File: src/hw/lal_pkg.sv
/*
  Package for the latch acknowledge block: register indices, reset values
  and bit positions of the supervisory acknowledge register.
  Assumes a 32-bit plain register port with a 4-bit word address.
*/
package lal_pkg;
    localparam int ADDR_W = 4;
    localparam int DATA_W = 32;
    localparam int DELAY_W = 16;

    // register word addresses
    localparam logic [3:0] REG_CTRL         = 4'h0;
    localparam logic [3:0] REG_IND_LATCH    = 4'h1;
    localparam logic [3:0] REG_RELAY_LATCH  = 4'h2;
    localparam logic [3:0] REG_SCADA_LATCH  = 4'h3;
    localparam logic [3:0] REG_TRIP_LATCH   = 4'h4;
    localparam logic [3:0] REG_OFF_DELAY    = 4'h5;
    localparam logic [3:0] REG_IND_STATE    = 4'h6;
    localparam logic [3:0] REG_RELAY_STATE  = 4'h7;
    localparam logic [3:0] REG_SCADA_STATE  = 4'h8;
    localparam logic [3:0] REG_TRIP_STATE   = 4'h9;
    localparam logic [3:0] REG_COMM_ACK     = 4'hA;

    // control register fields
    localparam int CTRL_PERMIT_BIT = 0;
    localparam logic RST_PERMIT = 1'b1;

    // supervisory acknowledge register fields (write-only, self clearing)
    localparam int COMM_IND_BIT   = 0;
    localparam int COMM_RELAY_BIT = 1;
    localparam int COMM_SCADA_BIT = 2;
    localparam int COMM_TRIP_BIT  = 3;

    // reset values
    localparam logic [31:0] RST_LATCH_EN  = 32'hFFFFFFFF;
    localparam logic [15:0] RST_OFF_DELAY = 16'h0000;
endpackage

File: src/hw/lal_edge.sv
/*
  Rising-edge detector for a vector of acknowledge sources.
  Assumes sources are synchronous to clock; the pulse comes one cycle late.
*/
`timescale 1ns/10ps
module lal_edge #(
    parameter int W = 8
) (
    input  wire logic         clock,
    input  wire logic         rst_n,
    input  wire logic [W-1:0] level,
    output logic      [W-1:0] pulse
);
    logic [W-1:0] prev;

    always_ff @(posedge clock)
    begin
        if (!rst_n)
        begin
            prev  <= '0;
            pulse <= '0;
        end
        else
        begin
            prev  <= level;
            pulse <= level & ~prev;
        end
    end
endmodule

File: src/hw/lal_offdelay.sv
/*
  Off-delay timer for one output relay: counts the delay after a start
  pulse and gives a one-cycle done pulse. Assumes start only while idle.
*/
`timescale 1ns/10ps
module lal_offdelay #(
    parameter int DW = 16
) (
    input  wire logic          clock,
    input  wire logic          rst_n,
    input  wire logic          start,
    input  wire logic          abort,
    input  wire logic [DW-1:0] delay,
    output logic               busy,
    output logic               done
);
    logic [DW-1:0] count;

    always_ff @(posedge clock)
    begin
        if (!rst_n)
        begin
            busy  <= 1'b0;
            done  <= 1'b0;
            count <= '0;
        end
        else if (abort)
        begin
            busy <= 1'b0;
            done <= 1'b0;
        end
        else if (start && !busy)
        begin
            busy  <= 1'b1;
            done  <= 1'b0;
            count <= delay;
        end
        else if (busy && count == '0)
        begin
            busy <= 1'b0;
            done <= 1'b1;
        end
        else
        begin
            done  <= 1'b0;
            count <= busy ? count - 1'b1 : count;
        end
    end
endmodule

File: src/hw/lal_top.sv
/*
  Latch acknowledge logic: latched indicators, relays, supervisory signals
  and trip commands, cleared singly or by group acknowledge sources.
  Assumes all inputs synchronous to clock and a plain register port.
*/
`timescale 1ns/10ps
module lal_top #(
    parameter int N_IND   = 16,
    parameter int N_SLOT  = 2,
    parameter int N_OUT   = 4,
    parameter int N_SG    = 2,
    parameter int N_SCADA = 8
) (
    input  wire logic                       clock,
    input  wire logic                       rst_n,
    input  wire logic [lal_pkg::ADDR_W-1:0] addr,
    input  wire logic [lal_pkg::DATA_W-1:0] wr_data,
    input  wire logic                       wr_stb,
    input  wire logic                       rd_stb,
    output logic      [lal_pkg::DATA_W-1:0] rd_data,
    input  wire logic [N_IND-1:0]           ind_set,
    input  wire logic [N_IND-1:0]           ind_clear_source,
    input  wire logic [N_SLOT*N_OUT-1:0]    relay_set,
    input  wire logic [N_SLOT*N_OUT-1:0]    relay_clear_source,
    input  wire logic [N_SG-1:0]            trip_set,
    input  wire logic [N_SG-1:0]            trip_clear_source,
    input  wire logic [N_SCADA-1:0]         scada_set,
    input  wire logic                       all_indicator_clear_source,
    input  wire logic                       all_relay_clear_source,
    input  wire logic                       all_scada_clear_source,
    output logic      [N_IND-1:0]           ind_out,
    output logic      [N_SLOT*N_OUT-1:0]    relay_out,
    output logic      [N_SG-1:0]            trip_out,
    output logic      [N_SCADA-1:0]         scada_out
);
    localparam int NR = N_SLOT * N_OUT;
    localparam int NS = N_IND + NR + N_SG + 3;

    logic                          permit;
    logic [N_IND-1:0]              ind_en;
    logic [NR-1:0]                 relay_en;
    logic [N_SCADA-1:0]            scada_en;
    logic [N_SG-1:0]               trip_en;
    logic [lal_pkg::DELAY_W-1:0]   off_delay;
    logic [3:0]                    comm_ack;
    logic [NS-1:0]                 src_pulse;
    logic [N_IND-1:0]              ind_src_p;
    logic [NR-1:0]                 relay_src_p;
    logic [N_SG-1:0]               trip_src_p;
    logic                          all_ind_p;
    logic                          all_relay_p;
    logic                          all_scada_p;
    logic [N_IND-1:0]              ind_clr;
    logic [NR-1:0]                 relay_clr;
    logic [N_SG-1:0]               trip_clr;
    logic [N_SCADA-1:0]            scada_clr;
    logic [NR-1:0]                 tmr_start;
    logic [NR-1:0]                 tmr_busy;
    logic [NR-1:0]                 tmr_done;
    logic [lal_pkg::DATA_W-1:0]    next_rd_data;

    // all assigned sources pass one edge detector
    lal_edge #(
        .W (NS)
    ) u_edge (
        .clock (clock),
        .rst_n (rst_n),
        .level ({all_scada_clear_source, all_relay_clear_source,
                 all_indicator_clear_source, trip_clear_source,
                 relay_clear_source, ind_clear_source}),
        .pulse (src_pulse)
    );

    assign ind_src_p   = src_pulse[N_IND-1:0];
    assign relay_src_p = src_pulse[N_IND+NR-1:N_IND];
    assign trip_src_p  = src_pulse[N_IND+NR+N_SG-1:N_IND+NR];
    assign all_ind_p   = src_pulse[NS-3];
    assign all_relay_p = src_pulse[NS-2];
    assign all_scada_p = src_pulse[NS-1];

    // clear requests, all gated by the remote permit
    always_comb
    begin
        ind_clr   = '0;
        relay_clr = '0;
        trip_clr  = '0;
        scada_clr = '0;
        if (permit)
        begin
            ind_clr   = ind_src_p | {N_IND{all_ind_p}}
                      | {N_IND{comm_ack[lal_pkg::COMM_IND_BIT]}};
            relay_clr = relay_src_p | {NR{all_relay_p}}
                      | {NR{comm_ack[lal_pkg::COMM_RELAY_BIT]}};
            trip_clr  = trip_src_p
                      | {N_SG{comm_ack[lal_pkg::COMM_TRIP_BIT]}};
            scada_clr = {N_SCADA{all_scada_p}}
                      | {N_SCADA{comm_ack[lal_pkg::COMM_SCADA_BIT]}};
        end
    end

    // set term always wins, so an active set line blocks the clear
    always_ff @(posedge clock)
    begin
        if (!rst_n)
        begin
            ind_out   <= '0;
            trip_out  <= '0;
            scada_out <= '0;
        end
        else
        begin
            ind_out   <= ind_set | (ind_out & ind_en & ~ind_clr);
            trip_out  <= trip_set | (trip_out & trip_en & ~trip_clr);
            scada_out <= scada_set | (scada_out & scada_en & ~scada_clr);
        end
    end

    // relay acknowledge starts the off-delay; latch falls on its end
    assign tmr_start = relay_clr & relay_out & relay_en & ~relay_set;

    genvar g;
    generate
        for (g = 0; g < NR; g++)
        begin : g_relay
            lal_offdelay #(
                .DW (lal_pkg::DELAY_W)
            ) u_tmr (
                .clock (clock),
                .rst_n (rst_n),
                .start (tmr_start[g]),
                .abort (relay_set[g]),
                .delay (off_delay),
                .busy  (tmr_busy[g]),
                .done  (tmr_done[g])
            );
        end
    endgenerate

    always_ff @(posedge clock)
    begin
        if (!rst_n)
            relay_out <= '0;
        else
            relay_out <= relay_set | (relay_out & relay_en & ~tmr_done);
    end

    // register writes
    always_ff @(posedge clock)
    begin
        if (!rst_n)
        begin
            permit    <= lal_pkg::RST_PERMIT;
            ind_en    <= N_IND'(lal_pkg::RST_LATCH_EN);
            relay_en  <= NR'(lal_pkg::RST_LATCH_EN);
            scada_en  <= N_SCADA'(lal_pkg::RST_LATCH_EN);
            trip_en   <= N_SG'(lal_pkg::RST_LATCH_EN);
            off_delay <= lal_pkg::RST_OFF_DELAY;
        end
        else if (wr_stb)
        begin
            case (addr)
                lal_pkg::REG_CTRL:        permit    <= wr_data[lal_pkg::CTRL_PERMIT_BIT];
                lal_pkg::REG_IND_LATCH:   ind_en    <= wr_data[N_IND-1:0];
                lal_pkg::REG_RELAY_LATCH: relay_en  <= wr_data[NR-1:0];
                lal_pkg::REG_SCADA_LATCH: scada_en  <= wr_data[N_SCADA-1:0];
                lal_pkg::REG_TRIP_LATCH:  trip_en   <= wr_data[N_SG-1:0];
                lal_pkg::REG_OFF_DELAY:   off_delay <= wr_data[lal_pkg::DELAY_W-1:0];
                default:                  permit    <= permit;
            endcase
        end
    end

    // supervisory acknowledge: one-cycle pulse per written bit
    always_ff @(posedge clock)
    begin
        if (!rst_n)
            comm_ack <= 4'h0;
        else if (wr_stb && addr == lal_pkg::REG_COMM_ACK)
            comm_ack <= wr_data[3:0];
        else
            comm_ack <= 4'h0;
    end

    // register reads, data in the following cycle
    always_comb
    begin
        next_rd_data = '0;
        case (addr)
            lal_pkg::REG_CTRL:        next_rd_data[lal_pkg::CTRL_PERMIT_BIT] = permit;
            lal_pkg::REG_IND_LATCH:   next_rd_data[N_IND-1:0]   = ind_en;
            lal_pkg::REG_RELAY_LATCH: next_rd_data[NR-1:0]      = relay_en;
            lal_pkg::REG_SCADA_LATCH: next_rd_data[N_SCADA-1:0] = scada_en;
            lal_pkg::REG_TRIP_LATCH:  next_rd_data[N_SG-1:0]    = trip_en;
            lal_pkg::REG_OFF_DELAY:   next_rd_data[lal_pkg::DELAY_W-1:0] = off_delay;
            lal_pkg::REG_IND_STATE:   next_rd_data[N_IND-1:0]   = ind_out;
            lal_pkg::REG_RELAY_STATE: next_rd_data[NR-1:0]      = relay_out;
            lal_pkg::REG_SCADA_STATE: next_rd_data[N_SCADA-1:0] = scada_out;
            lal_pkg::REG_TRIP_STATE:  next_rd_data[N_SG-1:0]    = trip_out;
            default:                  next_rd_data = '0;
        endcase
    end

    always_ff @(posedge clock)
    begin
        if (!rst_n)
            rd_data <= '0;
        else if (rd_stb)
            rd_data <= next_rd_data;
        else
            rd_data <= '0;
    end

    // assertions cover every channel of a group, not only the first
    a_ind_single_clear: assert property (@(posedge clock) disable iff (!rst_n)
        (permit && (ind_src_p & ~ind_set) != '0)
        |=> ((ind_out & $past(ind_src_p & ~ind_set)) == '0))
        else $error("indicator not cleared by its own source");

    a_relay_single_ack: assert property (@(posedge clock) disable iff (!rst_n)
        (permit && (relay_src_p & relay_out & relay_en & ~relay_set & ~tmr_busy) != '0)
        |=> ((tmr_busy & $past(relay_src_p & relay_out & relay_en & ~relay_set & ~tmr_busy))
             == $past(relay_src_p & relay_out & relay_en & ~relay_set & ~tmr_busy)))
        else $error("relay acknowledge did not start its off-delay");

    a_trip_unit_clear: assert property (@(posedge clock) disable iff (!rst_n)
        (permit && (trip_src_p & ~trip_set) != '0)
        |=> ((trip_out & $past(trip_src_p & ~trip_set)) == '0))
        else $error("trip command not cleared by its unit source");

    a_trip_comm_clear: assert property (@(posedge clock) disable iff (!rst_n)
        (permit && comm_ack[lal_pkg::COMM_TRIP_BIT] && trip_set == '0) |=> trip_out == '0)
        else $error("supervisory trip acknowledge incomplete");

    a_permit_blocks_ind: assert property (@(posedge clock) disable iff (!rst_n)
        !permit |=> ((($past(ind_out & ind_en) & ~ind_out) == '0)
                     && (($past(trip_out & trip_en) & ~trip_out) == '0)
                     && (($past(scada_out & scada_en) & ~scada_out) == '0)))
        else $error("latch cleared without permit");

    a_permit_blocks_comm: assert property (@(posedge clock) disable iff (!rst_n)
        (!permit && comm_ack != 4'h0)
        |=> ((($past(scada_out & scada_en) & ~scada_out) == '0)
             && (($past(trip_out & trip_en) & ~trip_out) == '0)))
        else $error("supervisory request acted without permit");

    a_group_relay_ack: assert property (@(posedge clock) disable iff (!rst_n)
        (permit && all_relay_p)
        |=> ((tmr_busy & $past(relay_out & relay_en & ~relay_set & ~tmr_busy))
             == $past(relay_out & relay_en & ~relay_set & ~tmr_busy)))
        else $error("group relay acknowledge missed a relay");

    a_group_ind_clear: assert property (@(posedge clock) disable iff (!rst_n)
        (permit && all_ind_p && ind_set == '0) |=> ind_out == '0)
        else $error("group indicator acknowledge incomplete");

    a_group_scada_clear: assert property (@(posedge clock) disable iff (!rst_n)
        (permit && all_scada_p && scada_set == '0) |=> scada_out == '0)
        else $error("group supervisory acknowledge incomplete");

    a_set_holds_latch: assert property (@(posedge clock) disable iff (!rst_n)
        (ind_set != '0 || relay_set != '0)
        |=> (((ind_out & $past(ind_set)) == $past(ind_set))
             && ((relay_out & $past(relay_set)) == $past(relay_set))))
        else $error("latch cleared while its set signal active");

    a_set_holds_trip: assert property (@(posedge clock) disable iff (!rst_n)
        (trip_set != '0 || scada_set != '0)
        |=> (((trip_out & $past(trip_set)) == $past(trip_set))
             && ((scada_out & $past(scada_set)) == $past(scada_set))))
        else $error("trip or supervisory latch cleared while set");

    a_relay_after_delay: assert property (@(posedge clock) disable iff (!rst_n)
        (($past(relay_out & relay_en & ~tmr_done) & ~relay_out) == '0))
        else $error("relay released before off-delay end");

    a_relay_set_abort: assert property (@(posedge clock) disable iff (!rst_n)
        (relay_set != '0) |=> ((tmr_busy & $past(relay_set)) == '0))
        else $error("relay set did not stop its off-delay");

    a_edge_only_ack: assert property (@(posedge clock) disable iff (!rst_n)
        all_ind_p |-> ($past(all_indicator_clear_source)
                       && !$past(all_indicator_clear_source, 2)))
        else $error("group indicator pulse without rising edge");

    a_relay_edge_only: assert property (@(posedge clock) disable iff (!rst_n)
        all_relay_p |-> ($past(all_relay_clear_source)
                         && !$past(all_relay_clear_source, 2)))
        else $error("group relay pulse without rising edge");

    a_scada_edge_only: assert property (@(posedge clock) disable iff (!rst_n)
        all_scada_p |-> ($past(all_scada_clear_source)
                         && !$past(all_scada_clear_source, 2)))
        else $error("group supervisory pulse without rising edge");
endmodule

File: config.mk
export PLATFORM = sky130hd
export DESIGN_NAME = lal_top
export DESIGN_NICKNAME = d
export VERILOG_FILES = /design/src/hw/lal_pkg.sv /design/src/hw/lal_edge.sv /design/src/hw/lal_offdelay.sv /design/src/hw/lal_top.sv
export SDC_FILE = /design/constraint.sdc
export NUM_CORES = 1
export LEC_CHECK = 0
export BUFFER_PORTS_ARGS = -buffer_cell sky130_fd_sc_hd__buf_2
export CAP_MARGIN = 5
export CORE_UTILIZATION = 55
export CTS_CLUSTER_DIAMETER = 40
export CTS_CLUSTER_SIZE = 30
export DETAILED_ROUTE_END_ITERATION = 10
export HOLD_SLACK_MARGIN = 0.03
export PLACE_DENSITY_LB_ADDON = 0.1
export SLEW_MARGIN = 20
export SYNTH_ARGS = -nofsm -noshare
export SYNTH_HDL_FRONTEND = slang
export SYNTH_SLANG_ARGS = --single-unit
File: constraint.sdc
create_clock -name clock -period 4.1 [get_ports clock]
set_input_delay 0.82 -clock clock [delete_from_list [all_inputs] [get_ports clock]]
set_output_delay 0.82 -clock clock [all_outputs]
set_load 0.03 [all_outputs]
# After elaboration in Yosys (flattened, before gate mapping)
# Index checks and enable logic that the tools add are counted.
# Widths: inputs -> output; s select.
# totals
ff_bits	323
latch_bits	0
mem_bits_rw	0
mem_bits_ro	0
mem_count	0
# op_classes
addsub	8
mul	0
div_mod_pow	0
n_lt_le_gt_ge	0
eq_ne	18
shifts	0
mux	56
n_bitwise	37
n_reduce_logical	82
# ops
op	n
$mux 16	25
$logic_not 16->1	8
$sub 16x1->16 const B	8
$and 8x8->8	7
$or 16x16->16	3
$pmux 6 s7	1
$or 8x8->8	5
$and 16x16->16	2
$reduce_bool 2->1	16
$and 29x29->29	1
$not 29->29	1
$mux 1	24
$not 8->8	3
$pmux 8 s3	1
$reduce_and 3->1	8
$reduce_or 3->1	8
$logic_and 1x1->1	17
$eq 4x3->1 const B	4
$mux 8	2
$ne 2x1->1 const B	8
$not 16->16	1
$reduce_and 2->1	8
$reduce_or 2->1	8
$eq 4x4->1 const B	3
other kinds (11)	29

# Depth between registers and ports, before layout
# logic_depth
word_depth	9
mapped_depth	9

# By module
# From an unflattened synthesis, not the netlist that was laid out.
# hier_totals
cells_unflattened	1834
hier_area_um2	15334.7
# by_module_without_submodules
mod	n_inst	cells_each	area_per_inst_um2
lal_offdelay	8	145	1123.6
lal_top	1	552	4700.8
lal_edge	1	122	1645.3

# Worst setup path after synthesis
# OpenSTA, ideal clock, no wires.
# synth_path
kind	input-to-reg
startpoint	input addr[2] in the netlist's numbering
endpoint	register rd_data[2] in the netlist's numbering
setup_ps	129
t_arrival_ps	2446
setup_slack_ps	1525
stages	7
cell_sequence	clkbuf_1 > buf_1 > clkbuf_1 > mux2i_1 > nor3_1 > a2111oi_0 > nor2_1
# synth_via
elab_chain_len	2
elab_cells_between_ends	8
cone_classes	eq/ne (7); mux (1)
# synth_rtl
element	line_no	rtl
start: declaration	lal_top.sv:16	input wire logic [lal_pkg::ADDR_W-1:0] addr,
$eq 4x4->1, or another cell as far along	lal_top.sv:188	case (addr)
$pmux 6 s7 (*)	lal_top.sv:188	
end signal: assignment	lal_top.sv:208	rd_data <= next_rd_data;
end: declaration	lal_top.sv:20	output logic [lal_pkg::DATA_W-1:0] rd_data,
# Every way passes the cells marked *; elsewhere a longest branch is shown, timed or not.
# A chain may end at the register's enable or synchronous reset.

# Final worst setup path
# layout_path
startpoint	register g_relay[3].u_tmr.count[0]
endpoint	register g_relay[3].u_tmr.count[13]
# layout_via
elab_chain_len	4
elab_cells_between_ends	8
cone_classes	add/sub (1); eq/ne (1); mux (3); reduce/logical (3)
# layout_rtl
element	line_no	rtl
start: declaration	lal_offdelay.sv:17	logic [DW-1:0] count;
start signal: assignment	lal_offdelay.sv:36	count <= delay;
start signal: assignment	lal_offdelay.sv:46	count <= busy ? count - 1'b1 : count;
$sub 16x1->16 or $logic_not 16->1 (tied branches)	lal_offdelay.sv:46, lal_offdelay.sv:38	
$mux 16 or $logic_and 1x1->1 (tied branches)	lal_offdelay.sv:46, lal_offdelay.sv:38	
$mux 16 or $ne 2x1->1 (tied branches)	n/a	
$mux 16 or $reduce_and 3->1 (tied branches)	n/a	
# Several ways; a longest one is shown, not always the timed one. The select of a mux whose other input is x is not followed.

==> reports/qor_table.md <==
| Metric | Reported | Unit |
|---|---|---|
| Cells traversed along the worst timing path | inv_1, ha_1, or3b_2, or4_1, o21ai_4, nor4b_1, o31a_1 | - |
| Shortest period the worst path allows | 2.85 | ns |
| Number of iterations in the first detailed-routing pass | 5 | - |
| Number of buffers between clock root and the deepest sink | 3 | - |
| DRT Wirelength | 40,800 | µm |
| Classification of the worst setup path | reg2reg | - |
| Number of filler instances in the final layout | 2,177 | - |
| Post-detailed-route wirelength per cell | 18.9 | µm |
| Prevailing post-synth register cell | sky130_fd_sc_hd__dfxtp_1 | - |
| Number of antenna violations at the first check in global routing | 2 | - |
| HPWL reported at the end of detailed placement | 26,500 | µm |
| Area of the die | 26,500 | µm² |
| Proportion of layout cells with a drive suffix above 1 | 0.148 | - |
| Worst-case headroom to the max-slew limit | 0.347 | - |
| Floorplan row count | 58 | - |
| Area of placed instances | 14,900 | µm² |
| Design area | 16,300 | µm² |
| Total of max-cap violations | 0 | - |
| YS warnings | 0 | - |
| CP required | 4.52 | ns |
| Net count of the finished layout | 1,913 | - |
| Share of synthesized flip-flops with an asynchronous set or reset | 0 | - |
| Post-CTS Setup Repair Bufs | 0 | - |
| Number of synthesized flops with an enable pin | 0 | - |
| Post-Route Skew | 0.0199 | ns |
| Slowest stage cell, crit path | sky130_fd_sc_hd__o21ai_4 | - |
| Starting density of the core | 0.562 | - |
| Register bit total from synthesis | 307 | - |
| Gate count of the mapped netlist | 1,733 | - |
| Max Clk Rate | 351 | MHz |
| Die X-Extent | 163 | µm |
| Final-layout setup total negative slack | 0 | ns |
| Run status | complete, no violations | - |
| Area used by sequential logic in the layout | 6150 | µm² |
| Sum of buffers and inverters on the critical path | 1 | - |
| Sequential share of the synthesized area | 0.433 | - |
| Area of the core region | 25,300 | µm² |
| Measured slew at the worst slew-check pin | 0.971 | ns |
| RSZ-0062 raised after global routing | no | - |
| Hold buffers post-CTS | 0 | - |
| Number of clock sinks seen by CTS | 307 | - |
| Worst EP arrival | 3.27 | ns |
| Final Hold Vio Count | 0 | - |
| First-pass GRT wire length | 64,000 | µm |
| Maximum number of pins on one net before global-route repair | 78 | - |
| Clk_lat worst skew | 0.53 | ns |
| Yosys top cell area share | 0.433 | - |
| Number of max-slew violations in the final report | 0 | - |
| Final weighted congestion of routability-driven global placement | 0.879 | - |
| Number of nets with antenna violations after detailed routing | 0 | - |
| Number of global-route vias before repair | 12,000 | - |
| Post-cts repair resize count | 0 | - |
| Clock H-tree levels | 2 | - |
| Fraction of the cycle the final worst path needs | 0.694 | - |
| Synthesis-to-layout area growth | 14.6 | % |
| Dominant delay contributor by cell family on the critical path | simple AND/OR/NAND/NOR gates | - |
| Port buffer count | 136 | - |
| Area of the multi-input gates | 7410 | µm² |
| Pwr per Cell Area | 486 | nW/µm² |
| Final-report setup violation count | 0 | - |
| Clock tree root driver cell | sky130_fd_sc_hd__clkbuf_16 | - |
| Number of library cell types mapped by synthesis | 80 | - |
| Element type at the critical path end | flop | - |
| Area contributors post-synth | sky130_fd_sc_hd__dfxtp_1 (43%), sky130_fd_sc_hd__a21oi_1 (5.7%), sky130_fd_sc_hd__nand2_1 (4.9%) | - |
| Via Count | 13,100 | - |
| Count of placed standard cells including taps | 2,090 | - |
| Largest stage delay, worst path | 0.62 | ns |
| Total congestion overflow after global routing | 0 | - |
| Post-synthesis cell area | 14,200 | µm² |
| Total global routing track utilization | 0.308 | - |
| Clock tree from TritonCTS | built | - |
| Hold crit path type | reg2reg | - |
| Mean cell area of the mapped netlist | 8.19 | µm² |
| Peak VDD IR | 393 | µV |
| Num CTS Buffers | 40 | - |
| Startpoint type of the worst setup path | flop | - |
| CTS clk-pin slew, worst paths | 0.06 | ns |
| Largest area contributor in the netlist | sky130_fd_sc_hd__dfxtp_1 | - |
| Iteration-0 DRC Markers | 1,168 | - |
| Routed vias/inst | 6.04 | - |
| DRC | 0 | - |
| Leakage power summed over all cells | 0.00665 | µW |
| I/O pins | 169 | - |
| Height of the die | 163 | µm |
| Count of placed standard cells in the final layout, fillers left out | 2,164 | - |
| Crit Path Max Fanout | 27 | - |
[power by group]
group	internal (µW)	switching (µW)	leakage (µW)
sequential	3110	125	0.00251
clock	2180	1420	0.000676
combinational	403	665	0.00346
total	5690	2210	0.00665
[synthesized netlist by cell type, types with 4 or more instances]
cell type,number
sky130_fd_sc_hd__dfxtp_1,307
sky130_fd_sc_hd__nand2_1,184
sky130_fd_sc_hd__a21oi_1,162
sky130_fd_sc_hd__nor2_1,157
sky130_fd_sc_hd__clkbuf_1,103
sky130_fd_sc_hd__o21ai_0,101
sky130_fd_sc_hd__nand3_1,64
sky130_fd_sc_hd__a31oi_1,47
sky130_fd_sc_hd__nor3_1,47
sky130_fd_sc_hd__nor2b_1,41
sky130_fd_sc_hd__mux2i_1,40
sky130_fd_sc_hd__and2_1,39
sky130_fd_sc_hd__inv_1,29
sky130_fd_sc_hd__nor4_1,29
sky130_fd_sc_hd__xnor2_1,27
sky130_fd_sc_hd__a21o_1,21
sky130_fd_sc_hd__or4_1,21
sky130_fd_sc_hd__or3_1,20
sky130_fd_sc_hd__nand4_1,18
sky130_fd_sc_hd__xor2_1,18
sky130_fd_sc_hd__buf_4,16
sky130_fd_sc_hd__a211oi_1,14
sky130_fd_sc_hd__and3_1,13
sky130_fd_sc_hd__nand2b_1,12
sky130_fd_sc_hd__nand3b_1,12
sky130_fd_sc_hd__o211ai_1,12
sky130_fd_sc_hd__o32ai_1,11
sky130_fd_sc_hd__buf_1,10
sky130_fd_sc_hd__nand4b_1,9
sky130_fd_sc_hd__nor3b_1,9
sky130_fd_sc_hd__or2_2,9
sky130_fd_sc_hd__ha_1,8
sky130_fd_sc_hd__o21a_1,8
sky130_fd_sc_hd__o31ai_1,8
sky130_fd_sc_hd__buf_2,7
sky130_fd_sc_hd__o221a_2,6
sky130_fd_sc_hd__mux2_2,5
sky130_fd_sc_hd__o31a_1,5
sky130_fd_sc_hd__a21o_2,4
sky130_fd_sc_hd__a41oi_1,4
sky130_fd_sc_hd__nor4b_1,4
sky130_fd_sc_hd__o22ai_1,4
sky130_fd_sc_hd__or3b_2,4
[cell families (layout without fill, tap and decap cells)]
logic type,after synthesis,count (layout),share of synthesized area
XOR/XNOR,45,45,0.0278
multiplexers,47,47,0.0353
flip-flops,307,307,0.433
other,1,18,0.000264
buffers and inverters,168,252,0.0503
AND/OR/NAND/NOR,707,707,0.252
adder cells (fa/ha/maj),8,8,0.00705
AO/OA/AOI/OAI,450,450,0.195
[flip-flops by register name, summed over array words and instances, names as in the netlist]
name	count
comm_ack	4
g_relay.u_tmr.done	8
relay_out	8
permit	1
g_relay.u_tmr.busy	8
ind_en	16
off_delay	16
rd_data	16
relay_en	8
ind_out	16
u_edge.pulse	29
g_relay.u_tmr.count	128
trip_en	2
scada_en	8
scada_out	8
trip_out	2
u_edge.prev	29
[cell usage in the layout (no fill, tap or decap), types with 13 or more instances in the layout]
cell type and instances:
sky130_fd_sc_hd__mux2i_1 40, sky130_fd_sc_hd__and3_1 13, sky130_fd_sc_hd__clkbuf_16 41, sky130_fd_sc_hd__xor2_1 18
sky130_fd_sc_hd__nand2_1 184, sky130_fd_sc_hd__a211oi_1 14, sky130_fd_sc_hd__nor4_1 28, sky130_fd_sc_hd__or4_1 21
sky130_fd_sc_hd__buf_2 135, sky130_fd_sc_hd__nor3_1 46, sky130_fd_sc_hd__buf_4 15, sky130_fd_sc_hd__xnor2_1 27
sky130_fd_sc_hd__dfxtp_1 307, sky130_fd_sc_hd__and2_1 39, sky130_fd_sc_hd__nand3_1 64, sky130_fd_sc_hd__or3_1 20
sky130_fd_sc_hd__nand4_1 18, sky130_fd_sc_hd__a21oi_1 162, sky130_fd_sc_hd__o21ai_0 101, sky130_fd_sc_hd__a21o_1 21
sky130_fd_sc_hd__nor2_1 157, sky130_fd_sc_hd__a31oi_1 47, sky130_fd_sc_hd__conb_1 16, sky130_fd_sc_hd__inv_1 29
sky130_fd_sc_hd__nor2b_1 41
[worst paths after layout]
kind                                     startpoint                                      end  slack (ns)  cells after the start
min                      u_edge.prev[10]$_SDFF_PN0_              u_edge.pulse[10]$_SDFF_PN0_        0.37                      1
min reg2reg              u_edge.prev[10]$_SDFF_PN0_              u_edge.pulse[10]$_SDFF_PN0_        0.37                      1
max          g_relay[3].u_tmr.count[0]$_SDFFE_PN0P_  g_relay[3].u_tmr.count[13]$_SDFFE_PN0P_        1.25                      7
max reg2reg  g_relay[3].u_tmr.count[0]$_SDFFE_PN0P_  g_relay[3].u_tmr.count[13]$_SDFFE_PN0P_        1.25                      7
[area by class of cell]
class	instances	area share
timing repair buffer	150	0.0485
antenna	2	0.000308
clock buffer	45	0.0659
tap	330	0.0254
multi-input combinational	1273	0.456
clock inverter	27	0.0194
sequential	307	0.378
inverter	30	0.00708
[stage by stage]
stage / power (µW) / util / setup slack [ns] / hold slack (ns)
after global placement: 4330 / 0.589 / 1.25 / 0.370
final: 7900 / 0.644 / 1.25 / 0.374
after floorplan: 4080 / - / 1.53 / 0.367
after global routing: 8210 / 0.644 / 1.07 / 0.390
after detailed placement: 4350 / 0.589 / 1.17 / 0.372
after CTS: 7940 / 0.644 / 1.30 / 0.380
[per-layer routing]
metal | share of wire | GRT usage
met1 | 0.43 | 0.406
met2 | 0.46 | 0.503
met3 | 0.078 | 0.0560
met4 | 0.030 | 0.110
met5 | 0.00032 | 0
[worst register-to-register path: cells and delay by family, from the launching register on]
family / cells / cell delay [ns]
and+or+nand+nor: 3 / 1.20
DFF: 1 / 0.34
buffers and inverters: 1 / 0.07
AOI/OAI and AO/OA: 2 / 0.92
adders and majority gates: 1 / 0.20
Note: power is estimated with default switching activity, not from simulation.
